## src/rtl/cps_pkg.sv

```systemverilog
// package: constants, enums and carriers for the core register and stack block
package cps_pkg;

	// ------------------------------------------------------------------
	// widths and depths
	// ------------------------------------------------------------------
	localparam int unsigned PC_W        = 12;
	localparam int unsigned DATA_W      = 8;
	localparam int unsigned STACK_DEPTH = 6;
	localparam int unsigned DEPTH_W     = 3;

	// ------------------------------------------------------------------
	// data-space offsets of the mapped registers
	// ------------------------------------------------------------------
	localparam logic [7:0] ADDR_POINTER_FIRST  = 8'h80;
	localparam logic [7:0] ADDR_POINTER_SECOND = 8'h81;
	localparam logic [7:0] ADDR_SHORT_FIRST    = 8'h82;
	localparam logic [7:0] ADDR_SHORT_SECOND   = 8'h83;
	localparam logic [7:0] ADDR_ACCUMULATOR    = 8'hff;

	// ------------------------------------------------------------------
	// values after reset
	// ------------------------------------------------------------------
	localparam logic [7:0]      DATA_RESET  = 8'h00;
	localparam logic [PC_W-1:0] RESET_VEC   = 12'hffe;
	localparam logic [PC_W-1:0] STACK_RESET = 12'h000;

	// ------------------------------------------------------------------
	// machine cycle timing
	// ------------------------------------------------------------------
	localparam logic [3:0] MC_DIV      = 4'hd;
	localparam logic [2:0] CYC_MIN     = 3'h2;
	localparam logic [2:0] CYC_MID     = 3'h4;
	localparam logic [2:0] CYC_MAX     = 3'h5;

	// ------------------------------------------------------------------
	// enumerations
	// ------------------------------------------------------------------
	typedef enum logic [3:0] {
		CPS_OP_FETCH,
		CPS_OP_JUMP,
		CPS_OP_CALL,
		CPS_OP_BRANCH,
		CPS_OP_IRQ,
		CPS_OP_NMI,
		CPS_OP_RET,
		CPS_OP_RETURN_FROM_INTERRUPT,
		CPS_OP_ARITH,
		CPS_OP_LOGIC,
		CPS_OP_BITTEST,
		CPS_OP_ROTL
	} cps_op_e;

	typedef enum logic [1:0] {
		CPS_CTX_MAIN,
		CPS_CTX_IRQ,
		CPS_CTX_NMI
	} cps_ctx_e;

	// ------------------------------------------------------------------
	// carriers
	// ------------------------------------------------------------------
	typedef struct packed {
		cps_op_e         op;
		logic [2:0]      cycles;
		logic [PC_W-1:0] target;
		logic [7:0]      offset;
		logic [7:0]      result;
		logic            carry_out;
		logic            bit_val;
	} cps_cmd_s;

	typedef struct packed {
		logic       rd;
		logic       wr;
		logic [7:0] addr;
		logic [7:0] wdata;
	} cps_ds_req_s;

endpackage : cps_pkg

```

## src/rtl/cps_core_regs.sv

```systemverilog
// module: programmer-visible core state, program counter, flag banks and return stack

// Notes on behaviour
// - 8-bit accumulator, also read and written as data-space location FFh.
// - two pointer registers mapped at data-space 80h and 81h.
// - two short-direct registers mapped at data-space 82h and 83h.
// - program counter is 12 bits, addressing 4096 program bytes.
// - program counter advances by one after each fetch.
// - relative branch adds signed offset to program counter and reloads it.
// - pc loads target, vector, reset vector, or popped stack value.
// - three carry/zero pairs: main, interrupt, non-maskable contexts.
// - interrupt entry switches flag pair; return-from-interrupt restores previous pair.
// - pairs keep values across switches; only the active pair is touched.
// - carry from arithmetic carry/borrow, bit test bit, and rotate-left feed.
// - zero set when last arithmetic or logic result is zero.
// - after reset the non-maskable context and its flags are active.
// - six-level 12-bit return stack, outside data space, no pointer visible.
// - push shifts levels deeper, pc enters level one, sixth is lost.
// - pop moves level one into pc, others shift toward level one.
// - beyond six nested pushes depth stays six, oldest address lost silently.
// - return on empty stack leaves pc and stack unchanged; execution simply continues.
// - machine cycle is the clock divided by thirteen.
// - instructions take two, four or five machine cycles.
module cps_core_regs (
	input  wire logic                  ref_clk,
	input  wire logic                  rstn,
	// instruction command port
	input  wire logic                  cmd_valid,
	output logic                       cmd_ready,
	input  wire cps_pkg::cps_cmd_s     cmd,
	// data-space access
	input  wire cps_pkg::cps_ds_req_s  ds_req,
	output logic [7:0]                 ds_rdata,
	output logic                       ds_hit,
	// visible state
	output logic [cps_pkg::PC_W-1:0]   pc,
	output logic [7:0]                 accumulator,
	output logic                       carry_active,
	output logic                       zero_active,
	output cps_pkg::cps_ctx_e          ctx,
	output logic [cps_pkg::DEPTH_W-1:0] stack_depth,
	output logic                       mc_tick,
	output logic                       busy
);
	import cps_pkg::*;

	// ------------------------------------------------------------------
	// reset synchroniser
	// ------------------------------------------------------------------
	logic rst_meta_reg;
	logic rst_sync_n;

	// release only through two flops so every register leaves reset together
	always_ff @(posedge ref_clk or negedge rstn) begin
		if (!rstn) begin
			rst_meta_reg <= 1'b0;
			rst_sync_n   <= 1'b0;
		end else begin
			rst_meta_reg <= 1'b1;
			rst_sync_n   <= rst_meta_reg;
		end
	end

	// ------------------------------------------------------------------
	// machine cycle divider
	// ------------------------------------------------------------------
	logic [3:0] div_reg;
	logic       tick_reg;

	// one-cycle enable every thirteen clocks
	always_ff @(posedge ref_clk or negedge rst_sync_n) begin
		if (!rst_sync_n) begin
			div_reg  <= 4'h0;
			tick_reg <= 1'b0;
		end else begin
			if (div_reg == MC_DIV - 4'h1) begin
				div_reg  <= 4'h0;
				tick_reg <= 1'b1;
			end else begin
				div_reg  <= div_reg + 4'h1;
				tick_reg <= 1'b0;
			end
		end
	end

	assign mc_tick = tick_reg;

	// ------------------------------------------------------------------
	// instruction length sequencing
	// ------------------------------------------------------------------
	logic [2:0] cyc_left_reg;
	logic       accept;
	logic [2:0] cyc_len;

	// illegal lengths are rounded to the shortest legal one
	always_comb begin
		unique case (cmd.cycles)
			CYC_MID: cyc_len = CYC_MID;
			CYC_MAX: cyc_len = CYC_MAX;
			default: cyc_len = CYC_MIN;
		endcase
	end

	assign busy      = (cyc_left_reg != 3'h0);
	assign cmd_ready = tick_reg && !busy;
	assign accept    = cmd_valid && cmd_ready;

	// the command acts on its first machine cycle, the rest are idle holds
	always_ff @(posedge ref_clk or negedge rst_sync_n) begin
		if (!rst_sync_n) begin
			cyc_left_reg <= 3'h0;
		end else if (accept) begin
			cyc_left_reg <= cyc_len - 3'h1;
		end else if (tick_reg && busy) begin
			cyc_left_reg <= cyc_left_reg - 3'h1;
		end
	end

	// ------------------------------------------------------------------
	// decoded command events
	// ------------------------------------------------------------------
	logic do_push;
	logic do_pop;
	logic pop_ok;
	logic do_alu;

	assign do_push = accept && (cmd.op == CPS_OP_CALL || cmd.op == CPS_OP_IRQ
		|| cmd.op == CPS_OP_NMI);
	assign do_pop  = accept && (cmd.op == CPS_OP_RET || cmd.op == CPS_OP_RETURN_FROM_INTERRUPT);
	assign pop_ok  = do_pop && (stack_depth != 3'h0);
	assign do_alu  = accept && (cmd.op == CPS_OP_ARITH || cmd.op == CPS_OP_LOGIC
		|| cmd.op == CPS_OP_BITTEST || cmd.op == CPS_OP_ROTL);

	// ------------------------------------------------------------------
	// return stack
	// ------------------------------------------------------------------
	logic [PC_W-1:0]    stack_mem [STACK_DEPTH];
	logic [DEPTH_W-1:0] depth_reg;

	// each level takes its neighbour; the stack holds addresses only
	generate
		for (genvar i = 0; i < STACK_DEPTH; i++) begin : g_level
			always_ff @(posedge ref_clk or negedge rst_sync_n) begin
				if (!rst_sync_n) begin
					stack_mem[i] <= STACK_RESET;
				end else if (do_push) begin
					// clamped index keeps the unused neighbour select in range
					stack_mem[i] <= (i == 0) ? pc
						: stack_mem[(i == 0) ? 0 : i - 1];
				end else if (pop_ok) begin
					stack_mem[i] <= (i == STACK_DEPTH - 1) ? STACK_RESET
						: stack_mem[(i == STACK_DEPTH - 1) ? i : i + 1];
				end
			end
		end
	endgenerate

	// depth saturates both ways, no overflow or underflow flag
	always_ff @(posedge ref_clk or negedge rst_sync_n) begin
		if (!rst_sync_n) begin
			depth_reg <= 3'h0;
		end else if (do_push) begin
			if (depth_reg != DEPTH_W'(STACK_DEPTH)) begin
				depth_reg <= depth_reg + 3'h1;
			end
		end else if (pop_ok) begin
			depth_reg <= depth_reg - 3'h1;
		end
	end

	assign stack_depth = depth_reg;

	// ------------------------------------------------------------------
	// program counter
	// ------------------------------------------------------------------
	logic [PC_W-1:0] pc_reg;
	logic [PC_W-1:0] pc_next;
	logic [PC_W-1:0] branch_sum;

	// offset is sign extended before the add; wraps within 4 kbyte
	assign branch_sum = pc_reg + {{(PC_W-8){cmd.offset[7]}}, cmd.offset};

	always_comb begin
		pc_next = pc_reg;
		if (accept) begin
			unique case (cmd.op)
				CPS_OP_FETCH:  pc_next = pc_reg + 12'h001;
				CPS_OP_JUMP,
				CPS_OP_CALL:   pc_next = cmd.target;
				CPS_OP_BRANCH: pc_next = branch_sum;
				CPS_OP_IRQ,
				CPS_OP_NMI:    pc_next = cmd.target;
				CPS_OP_RET,
				CPS_OP_RETURN_FROM_INTERRUPT: begin
					if (pop_ok) begin
						pc_next = stack_mem[0];
					end
				end
				default:       pc_next = pc_reg;
			endcase
		end
	end

	always_ff @(posedge ref_clk or negedge rst_sync_n) begin
		if (!rst_sync_n) begin
			pc_reg <= RESET_VEC;
		end else begin
			pc_reg <= pc_next;
		end
	end

	assign pc = pc_reg;

	// ------------------------------------------------------------------
	// context tracking
	// ------------------------------------------------------------------
	cps_ctx_e ctx_reg;
	cps_ctx_e ctx_hist_reg [2];

	// two saved contexts cover main under interrupt under non-maskable
	always_ff @(posedge ref_clk or negedge rst_sync_n) begin
		if (!rst_sync_n) begin
			ctx_reg         <= CPS_CTX_NMI;
			ctx_hist_reg[0] <= CPS_CTX_MAIN;
			ctx_hist_reg[1] <= CPS_CTX_MAIN;
		end else if (accept && cmd.op == CPS_OP_IRQ) begin
			ctx_reg         <= CPS_CTX_IRQ;
			ctx_hist_reg[0] <= ctx_reg;
			ctx_hist_reg[1] <= ctx_hist_reg[0];
		end else if (accept && cmd.op == CPS_OP_NMI) begin
			ctx_reg         <= CPS_CTX_NMI;
			ctx_hist_reg[0] <= ctx_reg;
			ctx_hist_reg[1] <= ctx_hist_reg[0];
		end else if (accept && cmd.op == CPS_OP_RETURN_FROM_INTERRUPT) begin
			ctx_reg         <= ctx_hist_reg[0];
			ctx_hist_reg[0] <= ctx_hist_reg[1];
			ctx_hist_reg[1] <= CPS_CTX_MAIN;
		end
	end

	assign ctx = ctx_reg;

	// ------------------------------------------------------------------
	// flag banks
	// ------------------------------------------------------------------
	logic [7:0] acc_reg;
	logic carry_main_ctx;
	logic zero_main_ctx;
	logic carry_irq_ctx;
	logic zero_irq_ctx;
	logic carry_nonmask_ctx;
	logic zero_nonmask_ctx;
	logic carry_new;
	logic zero_new;
	logic carry_upd;
	logic zero_upd;

	// pick which flags change and to what
	always_comb begin
		zero_new  = (cmd.result == 8'h00);
		zero_upd  = do_alu && (cmd.op == CPS_OP_ARITH || cmd.op == CPS_OP_LOGIC);
		carry_upd = do_alu && (cmd.op != CPS_OP_LOGIC);
		unique case (cmd.op)
			CPS_OP_ARITH:   carry_new = cmd.carry_out;
			CPS_OP_BITTEST: carry_new = cmd.bit_val;
			CPS_OP_ROTL:    carry_new = acc_reg[7];
			default:        carry_new = carry_active;
		endcase
	end

	// only the bank of the running context moves; others hold untouched
	always_ff @(posedge ref_clk or negedge rst_sync_n) begin
		if (!rst_sync_n) begin
			carry_main_ctx    <= 1'b0;
			zero_main_ctx     <= 1'b0;
			carry_irq_ctx     <= 1'b0;
			zero_irq_ctx      <= 1'b0;
			carry_nonmask_ctx <= 1'b0;
			zero_nonmask_ctx  <= 1'b0;
		end else begin
			if (carry_upd && ctx_reg == CPS_CTX_MAIN) carry_main_ctx <= carry_new;
			if (zero_upd && ctx_reg == CPS_CTX_MAIN)  zero_main_ctx  <= zero_new;
			if (carry_upd && ctx_reg == CPS_CTX_IRQ)  carry_irq_ctx  <= carry_new;
			if (zero_upd && ctx_reg == CPS_CTX_IRQ)   zero_irq_ctx   <= zero_new;
			if (carry_upd && ctx_reg == CPS_CTX_NMI)  carry_nonmask_ctx <= carry_new;
			if (zero_upd && ctx_reg == CPS_CTX_NMI)   zero_nonmask_ctx  <= zero_new;
		end
	end

	// the visible pair follows the running context
	always_comb begin
		unique case (ctx_reg)
			CPS_CTX_MAIN: begin
				carry_active = carry_main_ctx;
				zero_active  = zero_main_ctx;
			end
			CPS_CTX_IRQ: begin
				carry_active = carry_irq_ctx;
				zero_active  = zero_irq_ctx;
			end
			default: begin
				carry_active = carry_nonmask_ctx;
				zero_active  = zero_nonmask_ctx;
			end
		endcase
	end

	// ------------------------------------------------------------------
	// data-space mapped registers
	// ------------------------------------------------------------------
	logic [7:0] pointer_reg_first;
	logic [7:0] pointer_reg_second;
	logic [7:0] short_direct_first;
	logic [7:0] short_direct_second;

	// a data-space write beats an alu result landing in the same cycle
	always_ff @(posedge ref_clk or negedge rst_sync_n) begin
		if (!rst_sync_n) begin
			acc_reg <= DATA_RESET;
		end else if (ds_req.wr && ds_req.addr == ADDR_ACCUMULATOR) begin
			acc_reg <= ds_req.wdata;
		end else if (accept && cmd.op == CPS_OP_ROTL) begin
			acc_reg <= {acc_reg[6:0], carry_active};
		end else if (accept && (cmd.op == CPS_OP_ARITH || cmd.op == CPS_OP_LOGIC)) begin
			acc_reg <= cmd.result;
		end
	end

	// pointer and short-direct registers behave as plain ram cells
	always_ff @(posedge ref_clk or negedge rst_sync_n) begin
		if (!rst_sync_n) begin
			pointer_reg_first   <= DATA_RESET;
			pointer_reg_second  <= DATA_RESET;
			short_direct_first  <= DATA_RESET;
			short_direct_second <= DATA_RESET;
		end else if (ds_req.wr) begin
			if (ds_req.addr == ADDR_POINTER_FIRST)  pointer_reg_first   <= ds_req.wdata;
			if (ds_req.addr == ADDR_POINTER_SECOND) pointer_reg_second  <= ds_req.wdata;
			if (ds_req.addr == ADDR_SHORT_FIRST)    short_direct_first  <= ds_req.wdata;
			if (ds_req.addr == ADDR_SHORT_SECOND)   short_direct_second <= ds_req.wdata;
		end
	end

	// registered read; unmapped addresses answer zero with hit low
	always_ff @(posedge ref_clk or negedge rst_sync_n) begin
		if (!rst_sync_n) begin
			ds_rdata <= DATA_RESET;
			ds_hit   <= 1'b0;
		end else if (ds_req.rd) begin
			ds_hit <= 1'b1;
			unique case (ds_req.addr)
				ADDR_POINTER_FIRST:  ds_rdata <= pointer_reg_first;
				ADDR_POINTER_SECOND: ds_rdata <= pointer_reg_second;
				ADDR_SHORT_FIRST:    ds_rdata <= short_direct_first;
				ADDR_SHORT_SECOND:   ds_rdata <= short_direct_second;
				ADDR_ACCUMULATOR:    ds_rdata <= acc_reg;
				default: begin
					ds_rdata <= DATA_RESET;
					ds_hit   <= 1'b0;
				end
			endcase
		end else begin
			ds_hit <= 1'b0;
		end
	end

	assign accumulator = acc_reg;

endmodule // cps_core_regs

```

## config.mk

```make
export PLATFORM = sky130hd
export DESIGN_NAME = cps_core_regs
export DESIGN_NICKNAME = d
export VERILOG_FILES = /design/src/rtl/cps_pkg.sv /design/src/rtl/cps_core_regs.sv
export SDC_FILE = /design/constraint.sdc
export NUM_CORES = 1
export LEC_CHECK = 0
export BUFFER_PORTS_ARGS = -buffer_cell sky130_fd_sc_hd__buf_2
export CORE_MARGIN = 2
export CORE_UTILIZATION = 53
export CTS_CLUSTER_SIZE = 10
export DETAILED_ROUTE_END_ITERATION = 10
export PLACE_DENSITY = 0.88
export SYNTH_ARGS = -nofsm -noshare
export SYNTH_HDL_FRONTEND = slang
export SYNTH_SLANG_ARGS = --single-unit
```

## constraint.sdc

```tcl
create_clock -name ref_clk -period 4.51 [get_ports ref_clk]
set_input_delay 0.6765 -clock ref_clk [delete_from_list [all_inputs] [get_ports ref_clk]]
set_output_delay 0.6765 -clock ref_clk [all_outputs]
set_load 0.05 [all_outputs]
```

* Word level (Yosys, flattened, before mapping) *
Index checks and enable logic that the tools add are counted.

storage, ports and cells
  flip-flop bits (word level) = 158
  input port bits = 58
  output and inout port bits = 39

cells by class
  add/subtract/negate cells = 7
  equal/unequal tests = 25
  muxes and demuxes = 37
  reductions and logical operators = 47

operators by type and width
  kind                     count
  $mux W12                 13
  $pmux W12 S4             1
  $eq A8 B8 Y1 const B     5
  $pmux W8 S5              1
  $mux W8                  3
  $logic_and A1 B1 Y1      21
  $eq A4 B4 Y1 const B     5
  $eq A4 B3 Y1 const B     4
  $mux W4                  4
  $mux W3                  5
  $add A12 B1 Y12 const B  1
  $add A12 B12 Y12         1
  $reduce_bool A3 Y1       4
  $reduce_and A2 Y1        5
  $sub A3 B1 Y3 const B    3
  $eq A4 B2 Y1 const B     2
  $logic_not A8 Y1         1
  $eq A3 B3 Y1 const B     2
  $logic_or A1 B1 Y1       6
  $mux W2                  3
  $pmux W3 S2              1
  $reduce_or A5 Y1         1
  $add A4 B1 Y4 const B    1
  $eq A4 B1 Y1 const B     1
  18 further kinds         22

* Longest topological paths before layout *
Gate-level depths: netlist of run 1.

  word-level depth = 8
  depth in mapped cells = 12
  depth with buffers taken out = 11

* Worst setup path before layout of run 1 *
No wires, ideal clock.

  path type = input to register
  from = input cmd[36] (netlist bit)
  to = register pc_reg[8] (netlist: pc[8])
  library setup time = 0.084 ns
  data arrival time = 2.907 ns
  setup slack = 1.519 ns
  stages = 10
  path buffers = 1
  cell sequence = buf_2 > and4bb_2 > and2_1 > ha_1 > nor2b_1 > o31a_1 > o41a_1 > mux2i_1 > nor4b_1 > a311o_1

on the way
  longest elaborated chain between the ends = 6

ends and longest elaborated chain
  what                         line                                        text
  from (decl)                  cps_core_regs.sv:30                         input wire cps_pkg::cps_cmd_s cmd,
  $eq A4 B3 Y1                 cps_core_regs.sv:129, cps_core_regs.sv:186
  $logic_or A1 B1 Y1           cps_core_regs.sv:129                        assign do_pop = accept && (cmd.op == CPS_OP_RET || cmd.op == CPS_OP_RETURN_FROM_INTERRUPT);
  $logic_and A1 B1 Y1          cps_core_regs.sv:129
  $logic_and A1 B1 Y1          cps_core_regs.sv:130                        assign pop_ok = do_pop && (stack_depth != 3'h0);
  $ne A2 B2 Y1 (no line)       n/a
  $reduce_and A3 Y1 (no line)  n/a
  to (signal assigned)         cps_core_regs.sv:208                        pc_reg <= pc_next;
  to (decl)                    cps_core_regs.sv:176                        logic [PC_W-1:0] pc_reg;

Several ways; a longest one is shown, not always the timed one.
A chain may end at the register's enable or synchronous reset.

* Final worst setup path of run 1 *
  from = input cmd[34] (netlist bit)
  to = register pc_reg[8] (netlist: pc[8])

Same word-level chain as after synthesis.

==> results of run 1 <==
## area by class of cell
cell class                      instances  area [um2]  share of cell area [%]
Antenna cell                            1        2.50                  0.0281
Tap cell                              184         230                    2.58
Clock buffer                           17         425                    4.78
Timing Repair Buffer                  103         533                    5.98
Sequential cell                       158        3970                    44.6
Multi-Input combinational cell        556        3500                    39.3
Clock inverter                         15         136                    1.53
Inverter                               29         109                    1.22
## through the flow
| stage | utilization, % | setup WS (ns) |
|---|---|---|
| CTS | 61.5 | 1.39 |
| detailed placement | 57.6 | 0.977 |
| global placement | 57.6 | 1.10 |
| finish | 61.5 | 1.36 |
| floorplan | - | 1.52 |
| global route | 61.5 | 1.13 |
## cells in the mapped netlist (6+ instances only)
cell type	number
a222oi_1	7
a22oi_1	62
a221oi_1	7
buf_6	6
nand2_1	172
dfstp_2	12
a31oi_1	6
nand3_1	10
mux2i_1	15
mux2_2	38
clkbuf_1	15
o21ai_0	44
nor2_1	32
inv_1	28
o22ai_1	19
buf_2	20
ha_1	11
a21oi_1	28
a22o_1	18
dfrtp_1	146
xnor2_1	6
and2_1	12
## layer usage
layer  track usage, %  vias up  wire length, um
li1                 -     2980                -
met1             33.4     3170             8030
met2             37.7      223             8960
met3             5.14       45              971
met4             11.0        0              490
met5                0        -                0
## critical path, stage by stage
cell,delay [ns]
buf_2,0.44
and4bb_2,0.44
nand2b_1,0.10
ha_1,0.22
inv_1,0.09
fa_1,0.21
nor2b_1,0.07
o31a_1,0.27
o41a_1,0.36
mux2i_1,0.22
nor4b_1,0.09
a311o_1,0.33
## cell families (layout without fill, tap and decap cells)
logic type,after synthesis,count (layout),synth area share [%]
AND/OR/NAND/NOR,272,272,15.8
AO/OA/AOI/OAI,210,210,18.3
flip-flops,158,158,50.6
buffers and inverters,77,164,4.84
multiplexers,53,53,7.37
adder cells (fa/ha/maj),13,13,2.27
XOR/XNOR,7,7,0.782
other,1,2,0.0478
## path summary, 6_finish.rpt
kind	startpoint	end	slack (ns)	cells past startpoint
min in group ref_clk	rst_meta_reg$_DFF_PN0_	rst_sync_n$_DFF_PN0_	0.35	0
min	rstn	rst_sync_n$_DFF_PN0_	0.02	1
max	cmd[34]	pc[8]$_DFFE_PN1P_	1.36	12
max reg2reg	cyc_left_reg[1]$_DFFE_PN0P_	stack_depth[2]$_DFFE_PN0P_	1.48	9
min reg2reg	rst_meta_reg$_DFF_PN0_	rst_sync_n$_DFF_PN0_	0.35	0
max in group asynchronous	rst_sync_n$_DFF_PN0_	ctx_hist_reg[2]$_DFFE_PN0P_	2.97	1
## where the power goes
part	total [uW]	switching, uW	internal (uW)
Sequential	1490	40.9	1450
Clock	1380	612	767
Combinational	242	162	80.1
==> results.toml, run 1 <==
[layout]
nFillCells = 1109
finalInstanceArea_um2 = 8910
largest_reg_flops = 72
final_cell_count_no_fill = 1063
area_growth_pct = 13.6
layout_common_cells = "nand2_1, dfrtp_1, buf_2, a22oi_1, o21ai_0"
fin_nets = 936
final_common_cell = "nand2_1"
layout-drive-gt1-share_pct = 22.6

[synth]
synth_cells = 791
yosysWarnings = 0
synth_flop_cell = "dfrtp_1"
synthArstFlopShare_pct = 100
synth_top_cell_by_area = "dfrtp_1"
syn_area_um2 = 7840
synth_edf_count = 0
yosysTopAreaCellShare_pct = 46.6
avgSynthCellArea_um2 = 9.91
ys_ff_latch = 158
netlist-cell-type-count = 64
syn_nets = 862
synthTopCellsByArea = "dfrtp_1, nand2_1, a22oi_1"
synth_seq_area_share_pct = 50.6

[die]
initial_utilization_pct = 54.1
row_count = 44
dieArea_um2 = 15800
io_pins = 97
core_um2 = 14500
die_height_um = 126
die_w_um = 126

[routing]
post_drt_wl_per_cell_um = 17.4
drt_iter0_drc = 671
wl_um = 18400
drcViolationCount = 0
via_per_inst = 6.04
first_pass_iters = 8
ant_nets = 0
vias = 6418

[clock_tree]
cts_sinks = 158
clock_latency_ns = 0.43
root_buffer = "clkbuf_16"
cts_resized = 0
clk_pin_slew_ns = 0.06
ctsHoldBuffers = 0
cts_made_buffers = 17
cts_tree = "done"
post-cts-setup-buffers = 0
cts-htree-levels = 4
cts.path.max_buffers = 2

[global_route]
grt_pass1_wl_um = 31300
track_usage_pct = 24.4
first_global_vias = 6320
grt-ovfl-total = 0
antenna_found_initial = 1
grt_max_degree = 78

[sta]
tightest_slew_ns = 0.775
maxSlewViolCount = 0
rsz0062_at_grt = "false"
period_minus_slack_ns = 3.15
clock.fmax_mhz = 317
relSlewSlack_pct = 48.3
period_share_pct = 69.9
hold_slack_ns = 0.0206
final_hold_viol_count = 0
setup_tns_ns = 0
setup_viol = 0
finClkSkew_ns = 0.00566

[worst_hold_path]
min_path_type = "in2async"

[setup_path]
worst_setup_path_start_kind = "primary input"
critPathMaxFanout = 32
critPathKind = "in2reg"
end_kind = "register"
worstPathRequired_ns = 4.86
cp_data_arrival_time_ns = 3.50

[place]
dpl.cell_count = 1030
dpl.hpwl_um = 12200
port_buffers = 96
place_area_um2 = 8340
gp_congestion = 0.888

[outcome]
status = "finished, final reports clean"

[flow_run]
cap_violations = 0

[power]
cellLeakagePower_uw = 0.00437
cellPowerDensity_nw_per_um2 = 350
power_uw = 3110
max-vdd-ir-drop_mv = 0.300
No activity file was read; power rests on OpenSTA's default activity.
==> run 2, diff against run 1 <==
==> constraint.sdc (replaced) <==
create_clock -name ref_clk -period 2.6 [get_ports ref_clk]
set_input_delay 0.39 -clock ref_clk [delete_from_list [all_inputs] [get_ports ref_clk]]
set_output_delay 0.39 -clock ref_clk [all_outputs]
set_load 0.05 [all_outputs]
==> run 2 against run 1 <==
Compared with the run above:
- sequential power rose by 72%
- via count rose by 2.9%
- non-clock buffer count up 23
- global-route usage grew 0.074 points
- setup slack lost 1.2 ns
- final area is 3.7% higher
- wire length increased by 3.4%
- die area unchanged
==> results.toml, run 2 (synthesized netlist as in run 1, its figures left out) <==
[outcome]
status = "finished, final reports clean"

[sta]
final_hold_viol_count = 0
period_minus_slack_ns = 2.48
period_share_pct = 95.3
rsz0062_at_grt = "false"
setup_ws_ns = 0.122
finClkSkew_ns = 0.00831
maxSlewViolCount = 0
tightest_slew_ns = 0.659
relSlewSlack_pct = 56.0
setup_viol = 0
clock.fmax_mhz = 404

[power]
max-vdd-ir-drop_mv = 0.580
cellLeakagePower_uw = 0.00455
cellPowerDensity_nw_per_um2 = 630

[global_route]
grt_max_degree = 89
first_global_vias = 6170
antenna_found_initial = 0
grt-ovfl-total = 0
track_usage_pct = 24.4
grt_pass1_wl_um = 31100

[clock_tree]
clock_latency_ns = 0.42
root_buffer = "clkbuf_16"
cts_sinks = 158
cts-htree-levels = 4
cts_tree = "done"
clk_pin_slew_ns = 0.06
cts_made_buffers = 17
cts.path.max_buffers = 2

[setup_path]
end_kind = "register"
cp_data_arrival_time_ns = 2.81
critPathMaxFanout = 4
worstPathRequired_ns = 2.93
worst_setup_path_start_kind = "primary input"
critPathKind = "in2reg"

[die]
io_pins = 97
die_w_um = 126
die_height_um = 126
dieArea_um2 = 15800
initial_utilization_pct = 54.1
core_um2 = 14500
row_count = 44

[layout]
area_growth_pct = 17.9
antenna_cells = 0
layout_common_cells = "nand2_1, dfrtp_1, buf_2, a22oi_1, o21ai_0"
final_common_cell = "nand2_1"
final_cell_count_no_fill = 1084
fin_nets = 959
layout-drive-gt1-share_pct = 24.6
largest_reg_flops = 72

[routing]
drt_iter0_drc = 894
ant_nets = 0
first_pass_iters = 8
via_per_inst = 6.09
wl_um = 19100
vias = 6601
post_drt_wl_per_cell_um = 17.6
drcViolationCount = 0

[flow_run]
cap_violations = 0

[place]
pre_cts_ws_ns = -0.274
dpl.hpwl_um = 12600
gp_congestion = 0.906
dpl.cell_count = 1051
port_buffers = 96

[worst_hold_path]
min_path_type = "in2reg"
-- run 2: per-layer routing --
layer | track usage (%) | share of wire [%] | vias up
met4 | 8.89 | 2.3 | 0
met1 | 34.0 | 42 | 3238
met3 | 5.18 | 7.0 | 42
met5 | 0 | 0 | -
met2 | 38.3 | 48 | 286
li1 | - | - | 3035
-- run 2: critical path, stage by stage --
cell,delay (ns)
buf_2,0.11
and4bb_2,0.37
nand2b_1,0.09
ha_1,0.20
inv_1,0.07
fa_1,0.20
nor2b_1,0.07
o31a_1,0.28
o41a_1,0.37
buf_4,0.16
o21ai_0,0.19
a21oi_1,0.10
o31ai_1,0.21
-- run 2: final timing paths --
check / endpoint / cells after the start / start / slack (ns)
setup / recovery: pc[10]$_DFFE_PN1P_ / 13 / cmd[36] / 0.12
hold / removal: accumulator[1]$_DFFE_PN0P_ / 3 / ds_req[1] / 0.25
setup reg to reg: pc[8]$_DFFE_PN1P_ / 8 / pc[1]$_DFFE_PN1P_ / 0.14
hold reg to reg: div_reg[2]$_DFF_PN0_ / 1 / rst_sync_n$_DFF_PN0_ / 0.35
max in group asynchronous: pc[7]$_DFFE_PN1P_ / 1 / rst_sync_n$_DFF_PN0_ / 1.82
min in group asynchronous: rst_meta_reg$_DFF_PN0_ / 2 / rstn / 0.28
-- run 2: layout make-up --
| type | count | area (um2) |
|---|---|---|
| clock buffers | 19 | 443 |
| clock inverters | 12 | 216 |
| fillers | 1077 | 5240 |
| inverters | 29 | 109 |
| multi-input cells | 556 | 3510 |
| flip-flops and latches | 158 | 3970 |
| well taps | 184 | 230 |
| repair buffers | 126 | 758 |
-- run 2: where the power goes --
| part | internal (uW) | total, uW | switching, uW |
|---|---|---|---|
| Sequential | 2520 | 2570 | 53.4 |
| Clock | 1810 | 2790 | 977 |
| Combinational | 156 | 457 | 301 |
| Total | 4490 | 5820 | 1330 |
-- run 2: what timing repair did --
| item | in CTS | in global routing |
|---|---|---|
| hold buffers | 1 | 0 |
| buffers inserted | 0 | 1 |
| endpoints found under the hold margin | 2 | 0 |
| gates resized for setup | 0 | 2 |
| setup endpoints to repair | 0 | 1 |
-- run 2: through the flow --
step | setup TNS [ns] | util [%] | area, um2 | power, uW | hold slack [ns]
2_1_floorplan | -0.0987 | - | 7850 | 2890 | 0.0944
3_3_place_gp | -0.257 | 59.1 | 8550 | 3050 | 0.180
3_5_place_dp | -0.693 | 59.1 | 8550 | 3070 | 0.181
4_1_cts | 0 | 63.7 | 9220 | 5840 | 0.234
5_1_grt | 0 | 63.8 | 9240 | 6000 | 0.249
6_report | 0 | 63.8 | 9240 | 5820 | 0.254
